**src/core/tpr_map.vh**
```
// Register map, field positions and reset values of the timer prescaler core
`ifndef TPR_MAP_VH
`define TPR_MAP_VH

`define TPR_OFS_CONTROL_A   8'h00
`define TPR_OFS_DEBUG_HALT  8'h04
`define TPR_OFS_COUNT       8'h08
`define TPR_OFS_PERIOD      8'h0C
`define TPR_OFS_STATUS      8'h10

`define TPR_CA_SOFT_RESET_BIT        0
`define TPR_CA_ENABLE       1
`define TPR_CA_RES_LO       2
`define TPR_CA_RES_HI       3
`define TPR_CA_EVCOUNT      4
`define TPR_CA_PRESC_LO     8
`define TPR_CA_PRESC_HI     10
`define TPR_CA_DIVIDER_SYNC_SELECT      12

`define TPR_RES_16          2'h0
`define TPR_RES_8           2'h1
`define TPR_RES_32          2'h2

`define TPR_SYNC_CLOCK      1'b0
`define TPR_SYNC_TICK       1'b1

`define TPR_DIV1            10'h001
`define TPR_DIV2            10'h002
`define TPR_DIV4            10'h004
`define TPR_DIV8            10'h008
`define TPR_DIV16           10'h010
`define TPR_DIV64           10'h040
`define TPR_DIV256          10'h100
`define TPR_DIV1024         10'h400

`define TPR_RST_PERIOD      8'hFF
`define TPR_HALF_TOP        16'hFFFF

`endif

```
**src/core/tpr_sync_edge.v**
```verilog
// Two-stage pin synchroniser with rising-edge pulse
`timescale 1ns/10ps
`default_nettype none
module tpr_sync_edge (
  input  wire clk_in,
  input  wire rst_in,
  input  wire pin_in,
  output reg  level_out,
  output reg  rise_out
);
  reg meta_r;
  reg last_r;

  always @(posedge clk_in) begin
    if (rst_in) begin
      meta_r    <= 1'b0;
      level_out <= 1'b0;
      last_r    <= 1'b0;
      rise_out  <= 1'b0;
    end else begin
      meta_r    <= pin_in;
      level_out <= meta_r;
      last_r    <= level_out;
      rise_out  <= level_out & ~last_r;
    end
  end
endmodule // tpr_sync_edge
`default_nettype wire

```
**src/core/tpr_prescaler.v**
```verilog
// Clock prescaler: divides the source clock into ticks and a toggling output
`timescale 1ns/10ps
`default_nettype none
`include "tpr_map.vh"
module tpr_prescaler (
  input  wire       clk_in,
  input  wire       rst_in,
  input  wire       run_in,
  input  wire [2:0] sel_in,
  output reg        tick_out,
  output reg        toggle_out,
  output wire       div_one_out
);
  reg  [9:0] cnt_r;
  reg  [9:0] div_w;

  always @* begin
    case (sel_in)
      3'h0:    div_w = `TPR_DIV1;
      3'h1:    div_w = `TPR_DIV2;
      3'h2:    div_w = `TPR_DIV4;
      3'h3:    div_w = `TPR_DIV8;
      3'h4:    div_w = `TPR_DIV16;
      3'h5:    div_w = `TPR_DIV64;
      3'h6:    div_w = `TPR_DIV256;
      default: div_w = `TPR_DIV1024;
    endcase
  end

  assign div_one_out = (div_w == `TPR_DIV1);

  // Counts to the division value, then ticks and toggles
  always @(posedge clk_in) begin
    if (rst_in || !run_in) begin
      cnt_r      <= 10'h000;
      tick_out   <= 1'b0;
      toggle_out <= 1'b0;
    end else if (cnt_r >= div_w - 10'h001) begin
      cnt_r      <= 10'h000;
      tick_out   <= 1'b1;
      toggle_out <= ~toggle_out;
    end else begin
      cnt_r      <= cnt_r + 10'h001;
      tick_out   <= 1'b0;
    end
  end
endmodule // tpr_prescaler
`default_nettype wire

```
**src/core/tpr_timer.v**
```verilog
// Timer unit core: AHB-Lite registers, prescaler, event counting, 8/16/32-bit counter
//
// Design decisions made here: the placing of the registers and the AHB-Lite register port.
`timescale 1ns/10ps
`default_nettype none
`include "tpr_map.vh"
module tpr_timer #(
  parameter [3:0] UNIT_ID = 4'h3
) (
  input  wire        clk_in,
  input  wire        rst_in,
  input  wire        hsel_in,
  input  wire [31:0] haddr_in,
  input  wire [1:0]  htrans_in,
  input  wire        hwrite_in,
  input  wire [2:0]  hsize_in,
  input  wire [31:0] hwdata_in,
  input  wire        hready_in,
  output reg  [31:0] hrdata_out,
  output reg         hreadyout_out,
  output reg         hresp_out,
  input  wire        event_in,
  input  wire        debug_halt_in,
  output reg  [31:0] count_out,
  output reg         count_tick_out,
  output reg         top_out,
  output reg         presc_wave_out,
  output reg         enabled_out
);
  // Only units 3 and 5 may run 32 bits wide
  localparam [0:0] PAIR_OK = (UNIT_ID == 4'h3) || (UNIT_ID == 4'h5);

  // Bus engine states
  localparam [1:0] ST_IDLE = 2'b01;
  localparam [1:0] ST_RDWT = 2'b10;

  // Control state
  reg        enable_r;
  reg [1:0]  res_r;
  reg        evcount_r;
  reg [2:0]  presc_r;
  reg        divider_sync_select_r;
  reg [7:0]  period_r;
  reg        dbg_run_r;
  reg        load_pend_r;
  reg [31:0] load_val_r;

  // Bus state
  reg [1:0]  st_r;
  reg        wr_pend_r;
  reg        rd_pend_r;
  reg [7:0]  addr_r;

  // Counter halves
  reg [15:0] half_r [0:1];

  wire       ev_level;
  wire       ev_rise;
  wire       dbg_level;
  wire       presc_tick;
  wire       presc_wave;
  wire       div_one;

  // Resolution decode
  wire mode8  = (res_r == `TPR_RES_8);
  wire mode32 = (res_r == `TPR_RES_32) && PAIR_OK;
  wire mode16 = !mode8 && !mode32;

  // Address phase
  wire addr_ok  = hsel_in && htrans_in[1] && hready_in;
  wire addr_wr  = addr_ok && hwrite_in;
  wire addr_rd  = addr_ok && !hwrite_in;

  // Register select decode of the latched data-phase address
  reg        sel_ctrl;
  reg        sel_dbg;
  reg        sel_cnt;
  reg        sel_per;
  reg        sel_stat;
  always @* begin
    sel_ctrl = 1'b0;
    sel_dbg  = 1'b0;
    sel_cnt  = 1'b0;
    sel_per  = 1'b0;
    sel_stat = 1'b0;
    case (addr_r)
      `TPR_OFS_CONTROL_A: begin
        sel_ctrl = 1'b1;
      end
      `TPR_OFS_DEBUG_HALT: begin
        sel_dbg = 1'b1;
      end
      `TPR_OFS_COUNT: begin
        sel_cnt = 1'b1;
      end
      `TPR_OFS_PERIOD: begin
        sel_per = 1'b1;
      end
      `TPR_OFS_STATUS: begin
        sel_stat = 1'b1;
      end
      default: begin
        sel_ctrl = 1'b0;
        sel_dbg  = 1'b0;
        sel_cnt  = 1'b0;
        sel_per  = 1'b0;
        sel_stat = 1'b0;
      end
    endcase
  end

  // Data phase write strobes
  wire wr_ctrl  = wr_pend_r && sel_ctrl;
  wire wr_dbg   = wr_pend_r && sel_dbg;
  wire wr_cnt   = wr_pend_r && sel_cnt;
  wire wr_per   = wr_pend_r && sel_per;
  wire soft_reset_bit    = wr_ctrl && hwdata_in[`TPR_CA_SOFT_RESET_BIT];

  // Counting is paused while the debugger halts, unless told to run on
  wire halted   = dbg_level && !dbg_run_r;
  wire run      = enable_r && !halted;

  // Event ticks bypass the prescaler
  wire tick     = run && (evcount_r ? ev_rise : presc_tick);

  // Prescaler is held cleared while idle, in event mode or by soft reset
  wire presc_rst = rst_in || soft_reset_bit;
  wire presc_run = run && !evcount_r;

  // Pending count loads land at once or on the next prescaled tick
  wire load_now = load_pend_r && (evcount_r || div_one ||
                  divider_sync_select_r == `TPR_SYNC_CLOCK || !enable_r ||
                  presc_tick);

  wire at_top8  = (half_r[0][7:0] == period_r);
  wire at_top16 = (half_r[0] == `TPR_HALF_TOP);
  wire at_top32 = at_top16 && (half_r[1] == `TPR_HALF_TOP);
  wire at_top   = mode8 ? at_top8 : (mode32 ? at_top32 : at_top16);

  tpr_sync_edge u_event_sync (
    .clk_in    (clk_in),
    .rst_in    (rst_in),
    .pin_in    (event_in),
    .level_out (ev_level),
    .rise_out  (ev_rise)
  );

  tpr_sync_edge u_debug_sync (
    .clk_in    (clk_in),
    .rst_in    (rst_in),
    .pin_in    (debug_halt_in),
    .level_out (dbg_level),
    .rise_out  ()
  );

  tpr_prescaler u_presc (
    .clk_in      (clk_in),
    .rst_in      (presc_rst),
    .run_in      (presc_run),
    .sel_in      (presc_r),
    .tick_out    (presc_tick),
    .toggle_out  (presc_wave),
    .div_one_out (div_one)
  );

  // Control register A, period and pending load
  always @(posedge clk_in) begin
    if (rst_in || soft_reset_bit) begin
      enable_r    <= 1'b0;
      res_r       <= `TPR_RES_16;
      evcount_r   <= 1'b0;
      presc_r     <= 3'h0;
      divider_sync_select_r   <= `TPR_SYNC_CLOCK;
      period_r    <= `TPR_RST_PERIOD;
      load_pend_r <= 1'b0;
      load_val_r  <= 32'h0000_0000;
    end else begin
      if (wr_ctrl) begin
        enable_r  <= hwdata_in[`TPR_CA_ENABLE];
        res_r     <= hwdata_in[`TPR_CA_RES_HI:`TPR_CA_RES_LO];
        evcount_r <= hwdata_in[`TPR_CA_EVCOUNT];
        presc_r   <= hwdata_in[`TPR_CA_PRESC_HI:`TPR_CA_PRESC_LO];
        divider_sync_select_r <= hwdata_in[`TPR_CA_DIVIDER_SYNC_SELECT];
      end
      if (wr_per && mode8) begin
        period_r <= hwdata_in[7:0];
      end
      if (wr_cnt) begin
        load_pend_r <= 1'b1;
        load_val_r  <= hwdata_in;
      end else if (load_now) begin
        load_pend_r <= 1'b0;
      end
    end
  end

  // Debug halt control survives a soft reset
  always @(posedge clk_in) begin
    if (rst_in) begin
      dbg_run_r <= 1'b0;
    end else if (wr_dbg) begin
      dbg_run_r <= hwdata_in[0];
    end
  end

  // Counter: low half counts every tick, high half takes the carry in 32-bit mode
  genvar g;
  generate
    for (g = 0; g < 2; g = g + 1) begin : g_half
      reg [15:0] half_nxt;
      always @* begin
        half_nxt = half_r[g];
        if (load_now) begin
          if (g == 0) begin
            half_nxt = mode8 ? {8'h00, load_val_r[7:0]} : load_val_r[15:0];
          end else begin
            half_nxt = mode32 ? load_val_r[31:16] : 16'h0000;
          end
        end else if (tick) begin
          if (g == 0) begin
            if (mode8) begin
              half_nxt = at_top8 ? 16'h0000 : {8'h00, half_r[0][7:0] + 8'h01};
            end else begin
              half_nxt = half_r[0] + 16'h0001;
            end
          end else if (mode32 && at_top16) begin
            half_nxt = half_r[1] + 16'h0001;
          end
        end
      end
      always @(posedge clk_in) begin
        if (rst_in || soft_reset_bit) begin
          half_r[g] <= 16'h0000;
        end else begin
          half_r[g] <= half_nxt;
        end
      end
    end
  endgenerate

  // Registered user-side outputs
  always @(posedge clk_in) begin
    if (rst_in || soft_reset_bit) begin
      count_out      <= 32'h0000_0000;
      count_tick_out <= 1'b0;
      top_out        <= 1'b0;
      presc_wave_out <= 1'b0;
      enabled_out    <= 1'b0;
    end else begin
      count_out      <= {half_r[1], half_r[0]};
      count_tick_out <= tick;
      top_out        <= tick && at_top && !load_now;
      presc_wave_out <= presc_wave;
      enabled_out    <= enable_r;
    end
  end

  // Read data mux, value sampled in the wait cycle of a read
  reg [31:0] rd_mux;
  always @* begin
    rd_mux = 32'h0000_0000;
    // Selects are one-hot, so the first true item is the only one
    case (1'b1)
      sel_ctrl: begin
        rd_mux[`TPR_CA_ENABLE]                   = enable_r;
        rd_mux[`TPR_CA_RES_HI:`TPR_CA_RES_LO]    = res_r;
        rd_mux[`TPR_CA_EVCOUNT]                  = evcount_r;
        rd_mux[`TPR_CA_PRESC_HI:`TPR_CA_PRESC_LO] = presc_r;
        rd_mux[`TPR_CA_DIVIDER_SYNC_SELECT]                  = divider_sync_select_r;
      end
      sel_dbg: begin
        rd_mux[0] = dbg_run_r;
      end
      sel_cnt: begin
        if (mode8) begin
          rd_mux[7:0] = half_r[0][7:0];
        end else if (mode32) begin
          rd_mux = {half_r[1], half_r[0]};
        end else begin
          rd_mux[15:0] = half_r[0];
        end
      end
      sel_per: begin
        if (mode8) begin
          rd_mux[7:0] = period_r;
        end
      end
      sel_stat: begin
        rd_mux[0] = run;
        rd_mux[1] = halted;
        rd_mux[2] = load_pend_r;
        rd_mux[3] = mode32;
        rd_mux[4] = ev_level;
        rd_mux[5] = PAIR_OK;
      end
      default: begin
        rd_mux = 32'h0000_0000;
      end
    endcase
  end

  // AHB-Lite slave: writes with no wait, reads with one wait state
  always @(posedge clk_in) begin
    if (rst_in) begin
      st_r          <= ST_IDLE;
      wr_pend_r     <= 1'b0;
      rd_pend_r     <= 1'b0;
      addr_r        <= 8'h00;
      hrdata_out    <= 32'h0000_0000;
      hreadyout_out <= 1'b1;
      hresp_out     <= 1'b0;
    end else begin
      hresp_out <= 1'b0;
      case (st_r)
        ST_IDLE: begin
          wr_pend_r <= addr_wr;
          rd_pend_r <= addr_rd;
          if (addr_ok) begin
            addr_r <= {haddr_in[7:2], 2'b00};
          end
          if (addr_rd) begin
            hreadyout_out <= 1'b0;
            st_r          <= ST_RDWT;
          end
        end
        ST_RDWT: begin
          wr_pend_r     <= 1'b0;
          rd_pend_r     <= 1'b0;
          hrdata_out    <= rd_mux;
          hreadyout_out <= 1'b1;
          st_r          <= ST_IDLE;
        end
        default: begin
          wr_pend_r     <= 1'b0;
          rd_pend_r     <= 1'b0;
          hreadyout_out <= 1'b1;
          st_r          <= ST_IDLE;
        end
      endcase
    end
  end
endmodule // tpr_timer
`default_nettype wire

```
**config.mk**
```make
export PLATFORM = sky130hd
export DESIGN_NAME = tpr_timer
export DESIGN_NICKNAME = d
export VERILOG_FILES = /design/src/core/tpr_sync_edge.v /design/src/core/tpr_prescaler.v /design/src/core/tpr_timer.v
export VERILOG_INCLUDE_DIRS = /design/src /design/src/core
export SDC_FILE = /design/constraint.sdc
export NUM_CORES = 1
export LEC_CHECK = 0
export BUFFER_PORTS_ARGS = -buffer_cell sky130_fd_sc_hd__clkbuf_2
export CAP_MARGIN = 20
export CORE_MARGIN = 2
export CORE_UTILIZATION = 55
export DETAILED_ROUTE_END_ITERATION = 16
export PLACE_DENSITY = 0.79
export SYNTH_ARGS = -nofsm -noshare
export SYNTH_HDL_FRONTEND = slang
export SYNTH_SLANG_ARGS = --single-unit
```
**constraint.sdc**
```tcl
create_clock -name clk_in -period 3.2 [get_ports clk_in]
set_input_delay 0.32 -clock clk_in [delete_from_list [all_inputs] [get_ports clk_in]]
set_output_delay 0.32 -clock clk_in [all_outputs]
set_load 0.05 [all_outputs]
```
* After elaboration in Yosys (flattened, before gate mapping) *
Memories as Yosys holds them, arrays and structs flattened.
Index checks and enable logic that the tools add are counted.
Widths: inputs -> output; s select.

storage, ports and cells
  RAM bits = 32
  flip-flop bits (word level) = 146
  memories kept = 1
  bits in latches = 0
  bits in read-only memories = 0

cells by class
  reductions and logical operators = 38
  shift operators = 0
  multiplexer cells = 60
  $lt $le $gt $ge = 1
  bitwise operators = 7
  div/mod/pow operators = 0
  equality and inequality tests = 18
  add/subtract/negate cells = 5
  multipliers = 0

memories
  memory  depth  bits a word  rd ports  clocked after Yosys merged registers in  write ports  line            text
  half_r  2      16           2         0                                        2            tpr_timer.v:55  reg [15:0] half_r [0:1];

operators by type and width
  kind                   number
  $mux 16                11
  $pmux 9 s7             1
  $mux 19                3
  $add 16x1->16 const B  2
  $eq 16x16->1 const B   2
  $mux 1                 30
  $mux 24                1
  $mux 4                 5
  $logic_and 1x1->1      19
  $mux 8                 2
  $eq 6x2->1 const B     2
  $add 10x1->10 const B  1
  $ge 10x10->1           1
  $sub 9x1->10 const B   1
  $eq 3x3->1 const B     3
  $eq 9x1->1 const B     1
  $mux 3                 3
  $add 8x1->8 const B    1
  $eq 8x8->1             1
  $logic_not 8->1        1
  $mux 2                 4
  $logic_not 1->1        7
  $eq 3x2->1 const B     2
  $eq 6x1->1 const B     1
  12 further kinds       24

* Longest topological paths before layout *
Gate-level depths: netlist of the first run.

  depth after elaboration = 10
  depth in mapped cells = 15
  gate-level depth less buffers = 12

* By module *
A second synthesis of the first run with hierarchy kept.

unflattened totals
  cell total of the unflattened synthesis = 877
  area total of the unflattened synthesis = 7651.1 um^2

by module, submodules not included
  module         cells each  area an instance (um^2)  instances
  tpr_timer      760         6577.6                   1
  tpr_prescaler  101         850.8                    1
  tpr_sync_edge  8           111.4                    2

* Worst setup path before layout of the first run *
OpenSTA, ideal clock, no wires.

  kind = reg2reg
  start = register presc_r[0]
  end = register u_presc.cnt_r[9]
  stages on the path, launching flop included = 15
  buffers on the path = 3
  clock period less this slack = 2867 ps
  setup slack = 333 ps
  arrival time = 2797 ps
  cells stage by stage = dfxtp_1 > clkbuf_1 > or3_1 > ha_1 > clkbuf_1 > nand3b_1 > a21oi_1 > a31oi_1 > ha_1 > a21o_1 > a21oi_1 > nor2b_1 > a2111o_1 > clkbuf_1 > a21oi_1

on the way
  longest elaborated chain between the ends = 5
  elaborated cells on any way between the ends = 11
  those cells by class = add/sub: 1; order compare: 1; eq/ne: 6; mux: 1; reduce/logical: 2

ends and longest elaborated chain
  item                                line                text
  start: declaration                  tpr_timer.v:41      reg [2:0] presc_r;
  start signal: assignment            tpr_timer.v:182     presc_r <= hwdata_in[`TPR_CA_PRESC_HI:`TPR_CA_PRESC_LO];
  $eq 3x3->1 (tied with other cells)  tpr_prescaler.v:18  case (sel_in)
  $pmux 9 s7 *                        tpr_prescaler.v:18
  $sub 9x1->10 *                      tpr_prescaler.v:38  end else if (cnt_r >= div_w - 10'h001) begin
  $ge 10x10->1 *                      tpr_prescaler.v:38
  $reduce_or 2->1 (no source line) *  n/a
  end signal: assignment              tpr_prescaler.v:43  cnt_r <= cnt_r + 10'h001;
  end: declaration                    tpr_prescaler.v:14  reg [9:0] cnt_r;

Every way passes the cells marked *; elsewhere a longest branch is shown, timed or not.
A chain may end at the register's enable or synchronous reset.

==> key figures, run 1 <==
GRT
  – Largest net degree at the start of global routing: 53
  – Global-route wire length before repair: 31900 um
  – Initial antenna violation count: 0
  – GRT overflow: 0
  – Tot GR Track Use: 27.7%
  – Vias in the first global route: 6257

Logic synthesis
  – Synth cell count leaders: 177 x dfxtp_1, 151 x nand2_1, 71 x a21oi_1
  – Seq/Total Area, Yosys: 46.9%
  – Post-Syn Area: 0.00756 mm^2
  – Synth area leaders: dfxtp_1 47%, nand2_1 7.5%, a21oi_1 4.7%
  – Synth cell types: 60
  – Most common cell in the netlist: dfxtp_1
  – Synthesis-stage register bit count: 177
  – Post-synth EDFFs: 0
  – Post-Syn Instances: 897
  – Synthesis Warnings: 0
  – Post-Syn Nets: 988
  – Synth area leader: dfxtp_1
  – Ys async rst share: 0%
  – Syn Area/Cell: 8.43 um^2
  – Synth top area share: 46.9%
  – Most used DFF post-synth: dfxtp_1

Detailed routing
  – Routed wire length: 19500 um
  – Routed vias: 6898
  – DRC viols: 0
  – First-pass iteration count of the detailed router: 5
  – Average wire per cell in the routed design: 16.6 um
  – ANT nets after route: 0
  – Vias/cell: 5.86
  – Initial DRC count: 840

Floorplan
  – Die width: 121 um
  – Die ar.: 0.0147 mm^2
  – Die Ht: 121 um
  – # rows: 42
  – Core Area: 0.0133 mm^2
  – Num ports: 146
  – Initial core utilization: 56.6%

STA
  – Final worst path period share: 91.7%
  – Fin Setup TNS: 0 ns
  – Minimum clock period: 2.93 ns
  – Hold WS: 0.0783 ns
  – Final WS setup: 0.266 ns
  – Endpoints failing hold: 0
  – Worst-case clock skew: 0.00941 ns
  – Peak Freq: 341 MHz
  – # setup viols final: 0
  – Worst-margin pin slew: 0.956 ns
  – RSZ-0062 raised after global routing: no
  – Final slew viol count: 0
  – Rel. slew slack: 35.9%

Place
  – Gpl congestion: 0.891
  – Cell count after placement: 1146
  – HPWL after DPL: 13600 um
  – Pre-CTS WS: 0.289 ns
  – Area after DPL: 0.00832 mm^2
  – Buffers on Ports: 114

Clock network
  – Clock transition at path regs: 0.07 ns
  – Clk sinks: 177
  – H-Tree Depth: 4
  – Root Buffer: clkbuf_16
  – Clock Path Buffers: 2
  – Resized Gates After CTS: 0
  – Clk Latency, worst-skew pair: 0.43 ns
  – CTS tree: done
  – Hold buffer count at cts: 0
  – Total CTS buffers: 17
  – # Post-CTS Setup Buffers: 0

Critical path
  – CP Capture Type: register
  – Req. time, crit path: 3.52 ns
  – Reg2reg end: half_r[0][10]$_SDFFE_PP0P_
  – Nature of the critical path startpoint: register
  – Internal reg-to-reg setup slack: 0.27 ns
  – Setup CP Type: reg2reg
  – Worst Path Arrival: 3.26 ns
  – FF-to-FF Start: presc_r[1]$_SDFFE_PP0P_
  – CP Max Fanout: 19
  – Reg2Reg Depth: 7

Cells and area
  – Net count, final: 1080
  – Final instance area: 0.00895 mm^2
  – Number of diodes: 0
  – Share of cells above drive strength 1: 18.4%
  – Area grow syn2layout: 18.5%
  – Finished Core Util: 67.1%
  – Layout Cells excl Fill: 1178

Pwr
  – Worst VDD drop: 0.000397 V
  – Pwr Density: 517 mW/mm^2
  – Leakage: 3.47 nW
  – Power Total: 4.63 mW

Worst hold path
  – Hold endpoint: st_r[1]$_SDFFE_PP0P_
  – Hold Crit Depth: 2
  – Hold Path Class: in2reg
  – Hold Crit Start: hwrite_in

Run
  – Max-Cap Viols: 0

Status
  – Status: finished clean
## power by group
group          switching, mW  internal (mW)
registers             0.0123           2.21
logic                  0.115         0.0654
clock network          0.867           1.35
## worst max-delay path by stage
stage | start | end | slack [ns] | cells past startpoint
after floorplan | presc_r[0]$_SDFFE_PP0P_ | u_presc.cnt_r[9]$_SDFF_PP0_ | 0.33 | 14
after global placement | presc_r[0]$_SDFFE_PP0P_ | u_presc.cnt_r[9]$_SDFF_PP0_ | 0.35 | 11
after detailed placement | presc_r[0]$_SDFFE_PP0P_ | u_presc.toggle_out$_SDFFE_PP0P_ | 0.29 | 11
after global routing | presc_r[1]$_SDFFE_PP0P_ | half_r[0][13]$_SDFFE_PP0P_ | 0.09 | 7
after CTS | presc_r[0]$_SDFFE_PP0P_ | u_presc.cnt_r[1]$_SDFF_PP0_ | 0.26 | 11
final | presc_r[1]$_SDFFE_PP0P_ | half_r[0][10]$_SDFFE_PP0P_ | 0.27 | 7
## critical path, stage by stage, from the launching register on
cell	delay, ns
dfxtp_1	0.44
or3_1	0.45
inv_1	0.08
ha_1	0.16
nor3b_1	0.31
o31a_1	0.69
nor2_1	0.35
a32o_1	0.34
## cell usage in the layout (no fill, tap or decap), types with 8 or more instances in the layout
master	netlist	layout
clkbuf_2	2	114
o21ai_0	24	24
o31ai_1	9	8
nand2_1	151	151
ha_1	15	15
buf_4	1	24
a32o_1	8	8
dfxtp_1	177	177
clkbuf_16	0	17
nor2b_1	11	11
nand4_1	14	14
nor4_1	13	13
a31oi_1	16	16
mux2i_1	10	10
and2_1	33	33
a22oi_1	20	20
nor3_1	20	20
nand3_1	48	48
nor2_1	64	64
and3_1	9	9
xor2_1	14	14
nand2b_1	9	9
a21oi_1	71	71
inv_1	11	11
## cell type report
type                            count  area (um^2)
Clock buffer                       20          457
Clock inverter                     12          179
Fill cell                        1135         4390
Inverter                           11         41.3
Multi-Input combinational cell    643         3740
Sequential cell                   177         3540
Tap cell                          176          220
Timing Repair Buffer              139          771
## layer usage
metal,part of all wire [%],track usage (%),vias up
met5,0,0,-
met4,1.7,9.20,0
met3,7.7,6.20,29
met2,44,40.7,270
met1,46,40.1,3251
li1,-,-,3348
## cells by family after synthesis
kind of cell | after synthesis | synth area share, %
flip-flops | 177 | 46.9
other | 1 | 0.0496
AND/OR/NAND/NOR | 401 | 25.9
buffers and inverters | 77 | 4.04
adder cells (fa/ha/maj) | 15 | 2.48
XOR/XNOR | 21 | 2.43
AO/OA/AOI/OAI | 194 | 16.7
multiplexers | 11 | 1.47
## registers in the layout (all words and copies together) (netlist names), 2 cells and up
register,flops
res_r,2
addr_r,6
u_presc.cnt_r,10
hrdata_out,32
period_r,8
presc_r,3
load_val_r,32
st_r,2
half_r,32
count_out,32
(Power assumes the default switching activity.)
==> run 2, diff against run 1 <==
PLACE_DENSITY = 0.83   (was 0.79)
clock period = 2.7 ns   (was 3.2 ns; I/O delays follow)
==> key figures, run 2 (synthesized netlist as in run 1, its figures left out) <==
Status
  – Status: finished clean

Place
  – Pre-CTS WS: 0.0340 ns
  – Buffers on Ports: 114
  – Gpl congestion: 0.972
  – Cell count after placement: 1157
  – HPWL after DPL: 14200 um

Cells and area
  – Layout Cells excl Fill: 1190
  – Commonest cells after routing, fill and taps aside: 176 x dfxtp_1, 151 x nand2_1, 114 x clkbuf_2, 67 x a21oi_1, 64 x nor2_1
  – Share of cells above drive strength 1: 20.3%
  – Fill cells: 1103
  – Register area: 0.00354 mm^2
  – Net count, final: 1092
  – Finished Core Util: 67.7%
  – Number of diodes: 0
  – Area grow syn2layout: 19.6%
  – Area of the multi-input gates: 0.00380 mm^2
  – Commonest non-fill, non-tap cell in the layout: dfxtp_1

Floorplan
  – Die Ht: 121 um
  – Die width: 121 um
  – Initial core utilization: 56.6%
  – Num ports: 146
  – Die ar.: 0.0147 mm^2
  – Core Area: 0.0133 mm^2
  – # rows: 42

Pwr
  – Int Pwr: 4.08 mW
  – Combinational Power Share: 4.3%
  – Leakage: 3.52 nW
  – NetSw: 1.22 mW
  – Seq pwr share: 49.7%
  – Sw frac: 23.1%
  – Clock power share: 45.9%
  – Pwr Density: 586 mW/mm^2
  – Worst VDD drop: 0.000482 V

Clock network
  – Clk Latency, worst-skew pair: 0.44 ns
  – CTS tree: done
  – # Post-CTS Setup Buffers: 0
  – Total CTS buffers: 17
  – H-Tree Depth: 4
  – Clk sinks: 177
  – Clock Path Buffers: 2
  – Hold buffer count at cts: 0
  – Root Buffer: clkbuf_16
  – Clock transition at path regs: 0.07 ns

Critical path
  – CP peak stage delay: 0.45 ns
  – CP Capture Type: register
  – Crit-path cells: or3_4, ha_4, nand3b_1, a21oi_2, a31oi_1, ha_2, a21o_1, a21oi_2, nor2b_2, a2111o_1, a21oi_2
  – Setup CP Type: reg2reg
  – Slowest cell on crit path: a2111o_1
  – CP Max Fanout: 8
  – Worst Path Arrival: 2.97 ns
  – Most used cell along the critical path: a21oi_2
  – Worst Path Buf+Inv: 0
  – Top delay family on crit path: compound AO/OA/AOI/OAI gates
  – Nature of the critical path startpoint: register
  – Req. time, crit path: 3.07 ns

GRT
  – Initial antenna violation count: 0
  – Largest net degree at the start of global routing: 53
  – Vias in the first global route: 6418
  – GRT overflow: 0
  – Tot GR Track Use: 28.0%
  – Global-route wire length before repair: 32200 um

Detailed routing
  – Routed wire length: 20600 um
  – First-pass iteration count of the detailed router: 6
  – DRC viols: 0
  – Routed vias: 7095
  – Average wire per cell in the routed design: 17.3 um
  – Vias/cell: 5.96
  – ANT nets after route: 0
  – Initial DRC count: 929

Run
  – Max-Cap Viols: 0

STA
  – Rel. slew slack: 32.6%
  – # setup viols final: 0
  – Peak Freq: 386 MHz
  – Worst-case clock skew: 0.00897 ns
  – Minimum clock period: 2.59 ns
  – Final WS setup: 0.106 ns
  – Worst-margin pin slew: 1.00 ns
  – Final slew viol count: 0
  – Endpoints failing hold: 0
  – Final worst path period share: 96.1%
  – Fin Setup TNS: 0 ns

Worst hold path
  – Hold Path Class: in2reg
## run 2: final timing paths
check / endpoint / cells after the start / slack (ns) / start
worst max-delay path: u_presc.cnt_r[9]$_SDFF_PP0_ / 11 / 0.11 / presc_r[1]$_SDFFE_PP0P_
worst min-delay path: st_r[1]$_SDFFE_PP0P_ / 2 / 0.03 / hwrite_in
worst max register to register: u_presc.cnt_r[9]$_SDFF_PP0_ / 11 / 0.11 / presc_r[1]$_SDFFE_PP0P_
worst min register to register: u_event_sync.rise_out$_SDFF_PP0_ / 1 / 0.39 / u_event_sync.last_r$_SDFF_PP0_
## run 2: power groups by stage
stage | Clock [mW] | Combinational, mW | Sequential, mW
5_1_grt | 2.56 | 0.247 | 2.64
6_report | 2.43 | 0.229 | 2.64
3_3_place_gp | 0 | 0.216 | 2.69
4_1_cts | 2.44 | 0.221 | 2.64
2_1_floorplan | 0 | 0.121 | 2.70
3_5_place_dp | 0 | 0.219 | 2.69
## run 2: layer usage
| layer | global-route usage (%) | vias to the layer above | routed length (um) |
|---|---|---|---|
| met5 | 0 | - | 0 |
| li1 | - | 3384 | - |
| met1 | 38.8 | 3304 | 9220 |
| met3 | 7.42 | 41 | 1870 |
| met4 | 10.4 | 0 | 425 |
| met2 | 41.9 | 366 | 9070 |
## run 2: worst reg2reg max path, stage by stage (launching register included)
cell and delay, ns:
dfxtp_2 0.34, or3_4 0.40, ha_4 0.21, nand3b_1 0.18
a21oi_2 0.13, a31oi_1 0.06, ha_2 0.20, a21o_1 0.19
a21oi_2 0.15, nor2b_2 0.07, a2111o_1 0.45, a21oi_2 0.13
## run 2: timing repair
item | in CTS | in global routing
gates resized for setup | 0 | 8
gates cloned | 0 | 1
setup endpoints to repair | 1 | 13
pin swaps | 1 | 4
## run 2: through the flow
step                      power, mW  area [um^2]  hold slack (ns)
after detailed placement       2.91         8420            0.383
after CTS                      5.30         9000           0.0130
after floorplan                2.82         7610            0.361
after global routing           5.44         9040           0.0250
after global placement         2.91         8420            0.371
final                          5.30         9040           0.0255
## run 2: layout make-up
type	instances	share of cell area, %
Tap cell	176	2.44
Clock inverter	15	1.73
Inverter	11	0.457
Timing Repair Buffer	150	9.44
Sequential cell	177	39.2
Multi-Input combinational cell	644	42.0
Clock buffer	17	4.71
